===== src/core/rfe_pkg.sv =====
// constants, register map and types of the frame check and energy block
package rfe_pkg;
    localparam int CLK_PERIOD_NS = 20;
    localparam int T_SIG_NS = 2000;
    localparam int T_ED_LONG_NS = 128000;
    localparam int T_ED_SHORT_NS = 32000;
    localparam int T_ED_STORE_NS = 140000;
    localparam int SIG_CYC = T_SIG_NS / CLK_PERIOD_NS;
    localparam int ED_LONG_CYC = T_ED_LONG_NS / CLK_PERIOD_NS;
    localparam int ED_SHORT_CYC = T_ED_SHORT_NS / CLK_PERIOD_NS;
    localparam int ED_STORE_CYC = T_ED_STORE_NS / CLK_PERIOD_NS;
    localparam int ED_PROC_CYC = ED_STORE_CYC - ED_LONG_CYC;
    localparam int ED_LONG_SH = 6;
    localparam int ED_SHORT_SH = 4;
    localparam logic [15:0] CRC_POLY = 16'h1021;
    localparam logic [15:0] CRC_INIT = 16'h0000;
    localparam logic [4:0] RSSI_MAX = 5'h1C;
    localparam logic [7:0] ED_RESET = 8'hFF;
    localparam logic [7:0] ED_STEP = 8'h03;
    localparam logic [6:0] RX_MIN_LEN = 7'h02;
    localparam logic [6:0] SEQ_IDX = 7'h02;
    localparam logic [3:0] ADDR_CTRL = 4'h0;
    localparam logic [3:0] ADDR_SIG = 4'h1;
    localparam logic [3:0] ADDR_ED = 4'h2;
    localparam int CTRL_CRC_BIT = 0;
    localparam int CTRL_AACK_BIT = 1;
    localparam int CTRL_ARET_BIT = 2;
    localparam int CTRL_HDR_BIT = 3;
    localparam int SIG_CRC_BIT = 7;
    localparam logic [3:0] CTRL_RESET = 4'h1;

    typedef enum logic [1:0] {
        TX_IDLE,
        TX_BODY
    } rfe_tx_e;
endpackage : rfe_pkg


===== src/core/rfe_core.sv =====
// frame check sequence, signal strength and energy detection logic
`timescale 1ns/1ns
// Contract
// - sixteen bit checksum over bytes after length
// - remainder of shifted message, r0 first
// - check every received frame, record valid bit
// - append checksum unless auto bit cleared
// - checksum over N-2 octets, replaces last two
// - acknowledgment frames always get checksum
// - check length two up, update at rx end
// - auto-ack mode drops bad frames silently
// - auto-retry checks ack checksum and sequence
// - five bit strength, 3 dB, capped 28
// - basic mode strength refreshed every 2 us
// - strength zero means below -90 dBm
// - energy averages strength over 128 us
// - high rate auto measurement 32 us
// - write energy register starts manual measurement
// - header starts automatic measurement, no interrupt
// - result stored 140 us after start, 44 us for high rate auto measurement
// - energy value held until next result stored
// - energy register resets FF, range 00-54
// - energy zero at -90 dBm, 1 dB steps
// - manual request outside receive still completes
module rfe_core
    import rfe_pkg::*;
#(
    parameter int ED_LONG = ED_LONG_CYC,
    parameter int ED_SHORT = ED_SHORT_CYC,
    parameter int ED_PROC = ED_PROC_CYC,
    parameter int SIG_PER = SIG_CYC
) (
    input wire logic clk_sys,
    input wire logic srst,
    input wire logic [3:0] reg_addr,
    input wire logic [7:0] reg_wdata,
    input wire logic reg_wr,
    input wire logic reg_rd,
    output logic [7:0] reg_rdata,
    input wire logic tx_start,
    input wire logic [6:0] tx_len,
    input wire logic tx_ack_frame,
    input wire logic tx_in_valid,
    input wire logic [7:0] tx_in_data,
    output logic tx_in_ready,
    output logic tx_out_valid,
    output logic [7:0] tx_out_data,
    output logic tx_done,
    input wire logic rx_frame_start,
    input wire logic rx_byte_valid,
    input wire logic [7:0] rx_byte,
    input wire logic rx_frame_end,
    input wire logic rx_active,
    input wire logic basic_mode,
    input wire logic [4:0] rssi_raw,
    output logic rx_begin_irq,
    output logic rx_done_irq,
    output logic ack_accept,
    output logic ack_reject,
    output logic measure_done_irq
);
    typedef struct packed {
        logic [3:0] ctrl;
        rfe_tx_e tx_st;
        logic [6:0] tx_len;
        logic [6:0] tx_cnt;
        logic [15:0] tx_crc;
        logic tx_use_crc;
        logic [7:0] tx_seq;
        logic tx_out_valid;
        logic [7:0] tx_out_data;
        logic tx_done;
        logic [6:0] rx_cnt;
        logic [15:0] rx_crc;
        logic [7:0] rx_seq;
        logic crc_valid;
        logic rx_begin;
        logic rx_done;
        logic ack_ok;
        logic ack_bad;
        logic [4:0] rssi;
        logic [6:0] sig_div;
        logic ed_busy;
        logic ed_man;
        logic ed_short;
        logic [13:0] ed_cnt;
        logic [6:0] smp_div;
        logic [6:0] smp_n;
        logic [11:0] ed_sum;
        logic [7:0] ed_level;
        logic meas_done;
        logic [7:0] rdata;
    } rfe_state_s;

    rfe_state_s st_r;
    rfe_state_s st_nxt;

    // bit serial division, first bit is highest order term
    function automatic logic [15:0] crc_byte(input logic [15:0] c, input logic [7:0] d);
        logic [15:0] r;
        logic fb;
        r = c;
        for (int i = 0; i < 8; i++) begin
            fb = d[i] ^ r[15];
            r = {r[14:0], 1'b0};
            if (fb) begin
                r = r ^ CRC_POLY;
            end
        end
        return r;
    endfunction : crc_byte

    function automatic logic [7:0] rev8(input logic [7:0] d);
        logic [7:0] r;
        r = '0;
        for (int i = 0; i < 8; i++) begin
            r[i] = d[7 - i];
        end
        return r;
    endfunction : rev8

    logic [4:0] rssi_clip;
    logic tx_need_in;
    logic [7:0] tx_cnt_p2;
    logic rx_ok;
    logic man_req;
    logic [6:0] smp_per;
    logic [6:0] smp_max;
    logic [13:0] ed_end;
    logic [11:0] ed_avg;

    assign rssi_clip = (rssi_raw > RSSI_MAX) ? RSSI_MAX : rssi_raw;
    assign tx_cnt_p2 = {1'b0, st_r.tx_cnt} + 8'h02;
    // with checksum on, input needed only for first N-2 octets; without it, for all N
    assign tx_need_in = !st_r.tx_use_crc || (tx_cnt_p2 < {1'b0, st_r.tx_len});
    // no input taken for checksum slots
    assign tx_in_ready = (st_r.tx_st == TX_BODY) && tx_need_in;
    // frames shorter than two fail the check
    assign rx_ok = (st_r.rx_cnt >= RX_MIN_LEN) && (st_r.rx_crc == 16'h0000);
    assign man_req = reg_wr && (reg_addr == ADDR_ED);
    assign smp_per = st_r.ed_short ? 7'(ED_SHORT >> ED_SHORT_SH) : 7'(ED_LONG >> ED_LONG_SH);
    assign smp_max = st_r.ed_short ? 7'(1 << ED_SHORT_SH) : 7'(1 << ED_LONG_SH);
    assign ed_end = st_r.ed_short ? 14'(ED_SHORT + ED_PROC - 1) : 14'(ED_LONG + ED_PROC - 1);
    assign ed_avg = st_r.ed_short ? (st_r.ed_sum >> ED_SHORT_SH) : (st_r.ed_sum >> ED_LONG_SH);

    always_comb begin
        st_nxt = st_r;
        st_nxt.tx_out_valid = 1'b0;
        st_nxt.tx_done = 1'b0;
        st_nxt.rx_begin = 1'b0;
        st_nxt.rx_done = 1'b0;
        st_nxt.ack_ok = 1'b0;
        st_nxt.ack_bad = 1'b0;
        st_nxt.meas_done = 1'b0;

        if (reg_wr && reg_addr == ADDR_CTRL) begin
            st_nxt.ctrl = reg_wdata[3:0];
        end

        case (st_r.tx_st)
            TX_IDLE: begin
                if (tx_start) begin
                    st_nxt.tx_crc = CRC_INIT;
                    st_nxt.tx_cnt = '0;
                    st_nxt.tx_len = tx_len;
                    st_nxt.tx_use_crc = st_r.ctrl[CTRL_CRC_BIT] || tx_ack_frame;
                    if (tx_len == 7'h00) begin
                        st_nxt.tx_done = 1'b1;
                    end else begin
                        st_nxt.tx_st = TX_BODY;
                    end
                end
            end
            TX_BODY: begin
                if (tx_need_in) begin
                    if (tx_in_valid) begin
                        st_nxt.tx_crc = crc_byte(st_r.tx_crc, tx_in_data);
                        st_nxt.tx_out_valid = 1'b1;
                        st_nxt.tx_out_data = tx_in_data;
                        if (st_r.tx_cnt == SEQ_IDX) begin
                            st_nxt.tx_seq = tx_in_data;
                        end
                        st_nxt.tx_cnt = 7'(st_r.tx_cnt + 7'h01);
                        if (7'(st_r.tx_cnt + 7'h01) == st_r.tx_len) begin
                            st_nxt.tx_st = TX_IDLE;
                            st_nxt.tx_done = 1'b1;
                        end
                    end
                end else begin
                    st_nxt.tx_out_valid = 1'b1;
                    if (tx_cnt_p2 == {1'b0, st_r.tx_len}) begin
                        st_nxt.tx_out_data = rev8(st_r.tx_crc[15:8]);
                    end else begin
                        st_nxt.tx_out_data = rev8(st_r.tx_crc[7:0]);
                    end
                    st_nxt.tx_cnt = 7'(st_r.tx_cnt + 7'h01);
                    if (7'(st_r.tx_cnt + 7'h01) == st_r.tx_len) begin
                        st_nxt.tx_st = TX_IDLE;
                        st_nxt.tx_done = 1'b1;
                    end
                end
            end
            default: begin
                st_nxt.tx_st = TX_IDLE;
            end
        endcase

        if (rx_frame_start) begin
            st_nxt.rx_crc = CRC_INIT;
            st_nxt.rx_cnt = '0;
            st_nxt.rx_begin = 1'b1;
        end else if (rx_byte_valid) begin
            // running check over frame and footer
            st_nxt.rx_crc = crc_byte(st_r.rx_crc, rx_byte);
            if (st_r.rx_cnt == SEQ_IDX) begin
                st_nxt.rx_seq = rx_byte;
            end
            if (st_r.rx_cnt != 7'h7F) begin
                st_nxt.rx_cnt = 7'(st_r.rx_cnt + 7'h01);
            end
        end else if (rx_frame_end) begin
            if (st_r.ctrl[CTRL_ARET_BIT]) begin
                if (rx_ok && st_r.rx_seq == st_r.tx_seq) begin
                    st_nxt.ack_ok = 1'b1;
                end else begin
                    st_nxt.ack_bad = 1'b1;
                end
            end
            if (!(st_r.ctrl[CTRL_AACK_BIT] && !rx_ok)) begin
                // valid bit updated with rx end
                st_nxt.crc_valid = rx_ok;
                st_nxt.rx_done = 1'b1;
            end
        end

        // basic mode refresh every 2 us
        if (basic_mode && rx_active) begin
            if (st_r.sig_div >= 7'(SIG_PER - 1)) begin
                st_nxt.sig_div = '0;
                st_nxt.rssi = rssi_clip;
            end else begin
                st_nxt.sig_div = 7'(st_r.sig_div + 7'h01);
            end
        end else begin
            st_nxt.sig_div = '0;
        end

        if (st_r.ed_busy) begin
            st_nxt.ed_cnt = 14'(st_r.ed_cnt + 14'h0001);
            if (st_r.smp_div >= 7'(smp_per - 7'h01)) begin
                st_nxt.smp_div = '0;
                if (st_r.smp_n < smp_max) begin
                    st_nxt.ed_sum = 12'(st_r.ed_sum + {7'h00, rssi_clip});
                    st_nxt.smp_n = 7'(st_r.smp_n + 7'h01);
                end
            end else begin
                st_nxt.smp_div = 7'(st_r.smp_div + 7'h01);
            end
            if (st_r.ed_cnt >= ed_end) begin
                st_nxt.ed_busy = 1'b0;
                // 3 dB steps give 00 to 54
                st_nxt.ed_level = ed_avg[7:0] * ED_STEP;
                if (st_r.ed_man) begin
                    st_nxt.meas_done = 1'b1;
                end
            end
        end

        if (man_req) begin
            if (rx_active) begin
                st_nxt.ed_busy = 1'b1;
                st_nxt.ed_man = 1'b1;
                st_nxt.ed_short = 1'b0;
                st_nxt.ed_cnt = '0;
                st_nxt.smp_div = '0;
                st_nxt.smp_n = '0;
                st_nxt.ed_sum = '0;
            end else begin
                st_nxt.meas_done = 1'b1;
            end
        end else if (rx_frame_start) begin
            st_nxt.ed_busy = 1'b1;
            st_nxt.ed_man = 1'b0;
            st_nxt.ed_short = st_r.ctrl[CTRL_HDR_BIT];
            st_nxt.ed_cnt = '0;
            st_nxt.smp_div = '0;
            st_nxt.smp_n = '0;
            st_nxt.ed_sum = '0;
        end

        st_nxt.rdata = 8'h00;
        if (reg_rd) begin
            case (reg_addr)
                ADDR_CTRL: st_nxt.rdata = {4'h0, st_r.ctrl};
                ADDR_SIG: begin
                    st_nxt.rdata = {st_r.crc_valid, 2'b00, st_r.rssi};
                end
                ADDR_ED: st_nxt.rdata = st_r.ed_level;
                default: st_nxt.rdata = 8'h00;
            endcase
        end
    end

    always_ff @(posedge clk_sys) begin
        if (srst) begin
            st_r <= '0;
            st_r.tx_st <= TX_IDLE;
            st_r.ctrl <= CTRL_RESET;
            st_r.ed_level <= ED_RESET;
        end else begin
            st_r <= st_nxt;
        end
    end

    assign reg_rdata = st_r.rdata;
    assign tx_out_valid = st_r.tx_out_valid;
    assign tx_out_data = st_r.tx_out_data;
    assign tx_done = st_r.tx_done;
    assign rx_begin_irq = st_r.rx_begin;
    assign rx_done_irq = st_r.rx_done;
    assign ack_accept = st_r.ack_ok;
    assign ack_reject = st_r.ack_bad;
    assign measure_done_irq = st_r.meas_done;
endmodule : rfe_core


===== config.mk =====
export PLATFORM = sky130hd
export DESIGN_NAME = rfe_core
export DESIGN_NICKNAME = d
export VERILOG_FILES = /design/src/core/rfe_pkg.sv /design/src/core/rfe_core.sv
export SDC_FILE = /design/constraint.sdc
export NUM_CORES = 1
export LEC_CHECK = 0
export BUFFER_PORTS_ARGS = -buffer_cell sky130_fd_sc_hd__buf_2
export CAP_MARGIN = 20
export CORE_UTILIZATION = 54
export CTS_CLUSTER_DIAMETER = 120
export DETAILED_ROUTE_END_ITERATION = 16
export GPL_TIMING_DRIVEN = 0
export PLACE_DENSITY = 0.75
export SYNTH_ARGS = -nofsm -noshare
export SYNTH_HDL_FRONTEND = slang
export SYNTH_SLANG_ARGS = --single-unit

===== constraint.sdc =====
create_clock -name clk_sys -period 2.8 [get_ports clk_sys]
set_clock_uncertainty 0.1 [all_clocks]
set_input_delay 0.28 -clock clk_sys [delete_from_list [all_inputs] [get_ports clk_sys]]
set_output_delay 0.28 -clock clk_sys [all_outputs]
set_load 0.005 [all_outputs]

* Word level (Yosys, flattened, before mapping)
Cells that the tools add are included.
W data, S select, Z words.
** Cells by class
- $add $sub $neg :: 8
- Multipliers :: 1
- $lt $le $gt $ge :: 7
- Equality and inequality tests :: 16
- Muxes and demuxes :: 90
- Bitwise operators :: 40
- Reduce and logical (&&, ||, !) cells :: 35
** Operator list (number)
- $mux W16 :: 36
- $mux W13 :: 17
- $mux W43 :: 3
- $mux W49 :: 1
- $not A3 Y3 :: 16
- $pmux W23 S2 :: 1
- $mux W19 :: 2
- $add A7 B1 Y7 const B :: 5
- $mux W33 :: 1
- $pmux W8 S3 :: 1
- $mux W23 :: 1
- $mux W7 :: 3
- $mux W10 :: 2
- $logic_not A16 Y1 :: 1
- $mux W8 :: 2
- $xor A1 B1 Y1 :: 16
- $add A14 B1 Y14 const B :: 1
- $eq A7 B2 Y1 const B :: 2
- $ge A14 B13 Y1 :: 1
- $ge A7 B7 Y1 const B :: 2
- $add A12 B5 Y12 :: 1
- $mux W1 :: 12
- $ne A2 B2 Y1 const B :: 6
- $reduce_and A2 Y1 :: 6
- 33 further kinds :: 58
** Word-level totals
- Register bits after elaboration :: 163
- Bits of input ports :: 52
- Output and inout bits :: 24
- Word-level logic and storage cells :: 227

* Logic depth before layout (Yosys ltp)
- Depth after elaboration :: 40
- Depth in mapped cells :: 12
- Mapped depth without buffers :: 11

* Least setup slack after synthesis
No wires, ideal clock.
- Kind :: register to register
- Start point :: register st_r[144] (netlist bit)
- End point :: register st_r[149] (netlist bit)
- Setup time :: 70 ps
- Arrival time :: 2535 ps
- Data required time :: 2630 ps
- Path slack :: 94 ps
- Stages on the path, launching flop included :: 12
- Path buffers :: 1
- Clock period less this slack :: 2706 ps
- Path through :: dfxtp_1 -> ha_1 -> nand3_2 -> xnor2_1 -> ha_1 -> a21oi_1 -> o22ai_1 -> or2_1 -> o31a_1 -> buf_4 -> or3_1 -> a21oi_1
** Between the ends
- Word-level cells in the longest chain between the ends :: 5
- Elaborated cells on any way between the ends :: 9
- Those cells by class :: add/sub (2); order compare (1); eq/ne (1); mux (3); reduce/logical (2)
** Ends and longest elaborated chain
- from (decl) :: line rfe_core.sv:95 : rfe_state_s st_r;
- from (signal assigned) :: line rfe_core.sv:311 : st_r <= st_nxt;
- $add A7 B2 Y8 :: line rfe_core.sv:133 : assign tx_cnt_p2 = {1'b0, st_r.tx_cnt} + 8'h02;
- $lt A8 B7 Y1 :: line rfe_core.sv:135 : assign tx_need_in = !st_r.tx_use_crc || (tx_cnt_p2 < {1'b0, st_r.tx_len});
- $logic_or A1 B1 Y1 :: line rfe_core.sv:135
- $ne A3 B3 Y1 (no source line) / $mux W7 (equally long branches)
- $reduce_and A3 Y1 (no source line) / $pmux W23 S2 (equally long branches)
Parallel ways exist; a longest one is shown, timed or not. The select of a mux whose other input is x is not followed.
A chain may end at the register's enable or synchronous reset.

* Worst setup path in the final report
- Start point :: register st_r[145] (netlist bit)
- End point :: output tx_in_ready
** Between the ends
- Word-level cells in the longest chain between the ends :: 4
** Ends and longest elaborated chain
- $add A7 B2 Y8 :: line rfe_core.sv:133
- $lt A8 B7 Y1 :: line rfe_core.sv:135
- $logic_or A1 B1 Y1 :: line rfe_core.sv:135
- $logic_and A1 B1 Y1 :: line rfe_core.sv:137 : assign tx_in_ready = (st_r.tx_st == TX_BODY) && tx_need_in;
- to (decl) :: line rfe_core.sv:45 : output logic tx_in_ready,
No other way between the ends.

==> impl_metrics.json <==
{
  "synth_top_area_share_pct": 39.4,
  "fp.dieArea_um2": 15800,
  "path_clk_slew_ns": 0.06,
  "rows": 44,
  "grt_max_degree": 17,
  "cts_root_buf": "clkbuf_16",
  "timing.fmax_mhz": 365,
  "drc": 5,
  "h-tree-depth": 4,
  "vias_per_cell": 5.65,
  "place_area_um2": 8820,
  "yosysSeqAreaShare_pct": 39.4,
  "yosys.area.top_type": "dfxtp_1",
  "grt_pass1_wl_um": 31700,
  "timing.final.crit_share_pct": 97.9,
  "rsz0062_at_grt": "true",
  "violations": "DRC",
  "worst_slack_ns": 0.0583,
  "tightest_slew_ns": 0.721,
  "avgSynthCellArea_um2": 8.99,
  "cp.arrival_ns": 2.36,
  "layout_commonest_cell": "dfxtp_1",
  "finalWeightedCongestion": 0.930,
  "ys_types": 58,
  "drtIter0Drc": 502,
  "setup_tns_ns": 0,
  "power_density_nw_per_um2": 534,
  "grt_use_total_pct": 25.3,
  "antenna_found_initial": 0,
  "port_buffers": 69,
  "place_inst": 1170,
  "fp.coreArea_um2": 14700,
  "pre_cts_ws_ns": -0.277,
  "final_cell_mix": "dfxtp_1 (157), nor2_1 (118), buf_2 (71)",
  "grt_pass1_vias": 6419,
  "dpl.hpwl_um": 13700,
  "yosys_warnings": 0,
  "outcome": "finished with violations",
  "dr.pass1.iters": 11,
  "ys_ff_latch": 162,
  "stdcell_count": 1210,
  "synth_nets": 1004,
  "num_io_pins": 76,
  "synth_ff_type": "dfxtp_1",
  "clockBufferDepth": 2,
  "nets": 1103,
  "maxSlewViolCount": 0,
  "slew_headroom_pct": 51.6,
  "finalHoldViolations": 0,
  "cpPeakStageDelay_ns": 0.38,
  "drt_wl_total_um": 18900,
  "synthTopCellsByArea": "dfxtp_1 (39%), mux2i_1 (7.8%), xor2_1 (6.9%), nor2_1 (5.4%), xnor2_1 (5.3%)",
  "cp_max_fo": 5,
  "startpoint_type": "register",
  "p_leak_nw": 4.09,
  "clk_latency_ns": 0.43,
  "cts_tree": "yes",
  "hold_class": "input pin to register",
  "setup_violations": 0,
  "num_vias": 6835,
  "syn2layout_area_growth_pct": 15.5,
  "antenna_cells": 0,
  "die_y_um": 126,
  "total_power_mw": 5.09,
  "syn_inst": 917,
  "crit_path_end_kind": "primary output",
  "peakVddDrop_uv": 420,
  "stdcell_area_um2": 9520,
  "drive_gt1_share_pct": 16.1,
  "fill_cells": 1216,
  "cts_buffers": 17,
  "cp_slowest_cell": "dfxtp_4",
  "fin_crit_ns": 2.74,
  "synth_edf_count": 0,
  "antenna_left": 0,
  "clock_sinks": 162,
  "synth_area_um2": 8240,
  "max_cap_violations": 0,
  "synthArstFlopShare_pct": 0,
  "die_w_um": 126,
  "critPathRequiredTime_ns": 2.42,
  "grt-ovfl-total": 0,
  "wl_per_cell_um": 15.6,
  "floorplan.initialDensity_pct": 56.1,
  "critPathKind": "register to primary output",
  "cp_cell_sequence": "ha_4 > nand3_4 > xnor2_2 > ha_1 > a21oi_2 > o22ai_2 > or2_4 > o21ai_2 > and2_4 > buf_6"
}
[what timing repair did]
action,CTS,global route
resized for setup,17,16
hold endpoints to repair,1,0
setup buffers,10,1
endpoints found under the setup margin,42,26
hold buffers,1,0
cloned,0,0
pin swaps,11,8
[report_power, final]
group | switching (mW) | internal [mW] | total [mW] | leakage (nW)
sequential | 0.0499 | 2.36 | 2.41 | 1.32
clock | 0.907 | 1.20 | 2.11 | 0.247
combinational | 0.329 | 0.244 | 0.572 | 2.52
[Yosys cell counts, drive strengths merged (4+ instances only)]
cell,instances
dfxtp,162
a21o,5
nand2b,5
and2,7
nor2b,10
a22o,8
or3,6
nand2,69
a211oi,11
o21a,5
a41o,14
inv,19
a21oi,40
mux2i,64
o21ai,14
ha,33
nor3,20
nor2,119
and3,20
buf,29
clkbuf,33
xnor2,50
a31oi,4
mux2,5
nand4,20
nor4,11
nor4b,5
xor2,65
o211ai,6
nand3,29
[final timing paths]
check,to,from,cells past startpoint,slack [ns]
setup / recovery,tx_in_ready,st_r[145],10,0.06
hold / removal,st_r[161],reg_wdata[2],3,0.01
setup reg to reg,tx_out_data[3],st_r[145],12,0.12
hold reg to reg,st_r[10],st_r[10],2,0.37
[state kept, by name (all words and copies together), names as in the netlist]
| register | count |
|---|---|
| reg_rdata | 8 |
| tx_out_data | 8 |
| measure_done_irq | 1 |
| tx_done | 1 |
| rx_begin_irq | 1 |
| rx_done_irq | 1 |
| tx_out_valid | 1 |
| st_r | 139 |
| ack_reject | 1 |
| ack_accept | 1 |
[cell type report]
| type | instances | area [µm²] | share of cell area (%) |
|---|---|---|---|
| Multi-Input combinational cell | 674 | 4670 | 49.1 |
| Sequential cell | 162 | 3260 | 34.2 |
| Timing Repair Buffer | 81 | 444 | 4.67 |
| Clock buffer | 19 | 433 | 4.55 |
| Buffer | 61 | 323 | 3.39 |
| Tap cell | 184 | 230 | 2.42 |
| Clock inverter | 10 | 88.8 | 0.933 |
| Inverter | 19 | 71.3 | 0.749 |
[worst max-delay path, delay by kind of cell, from the launching register on]
| family | cells | cell delay, ns |
|---|---|---|
| and+or+nand+nor | 3 | 0.49 |
| adders and majority gates | 2 | 0.45 |
| xor gates and xnor gates | 1 | 0.13 |
| DFF | 1 | 0.38 |
| AOI/OAI and AO/OA | 3 | 0.41 |
| buffers and inverters | 1 | 0.09 |
[cell families (layout without fill, tap and decap cells)]
| family | after synthesis | count (layout) | share of synthesized area, % |
|---|---|---|---|
| AO/OA/AOI/OAI | 121 | 121 | 10.0 |
| XOR/XNOR | 115 | 115 | 12.2 |
| adder cells (fa/ha/maj) | 35 | 35 | 5.50 |
| buffers and inverters | 81 | 190 | 4.77 |
| flip-flops | 162 | 162 | 39.4 |
| multiplexers | 69 | 69 | 8.46 |
| AND/OR/NAND/NOR | 334 | 334 | 19.7 |
[layer usage]
layer	wire length (µm)	global-route usage (%)
met2	8500	39.4
met5	0	0
met4	308	7.96
met1	8980	34.4
met3	1060	6.42
[stage by stage]
stage / util, % / hold slack, ns
after floorplan: - / 0.305
after detailed placement: 60.0 / 0.358
final: 64.7 / 0.0149
after global routing: 64.7 / 0.0151
after CTS: 64.5 / 0.00217
after global placement: 60.0 / 0.352
Note: power is estimated with default switching activity, not from simulation.
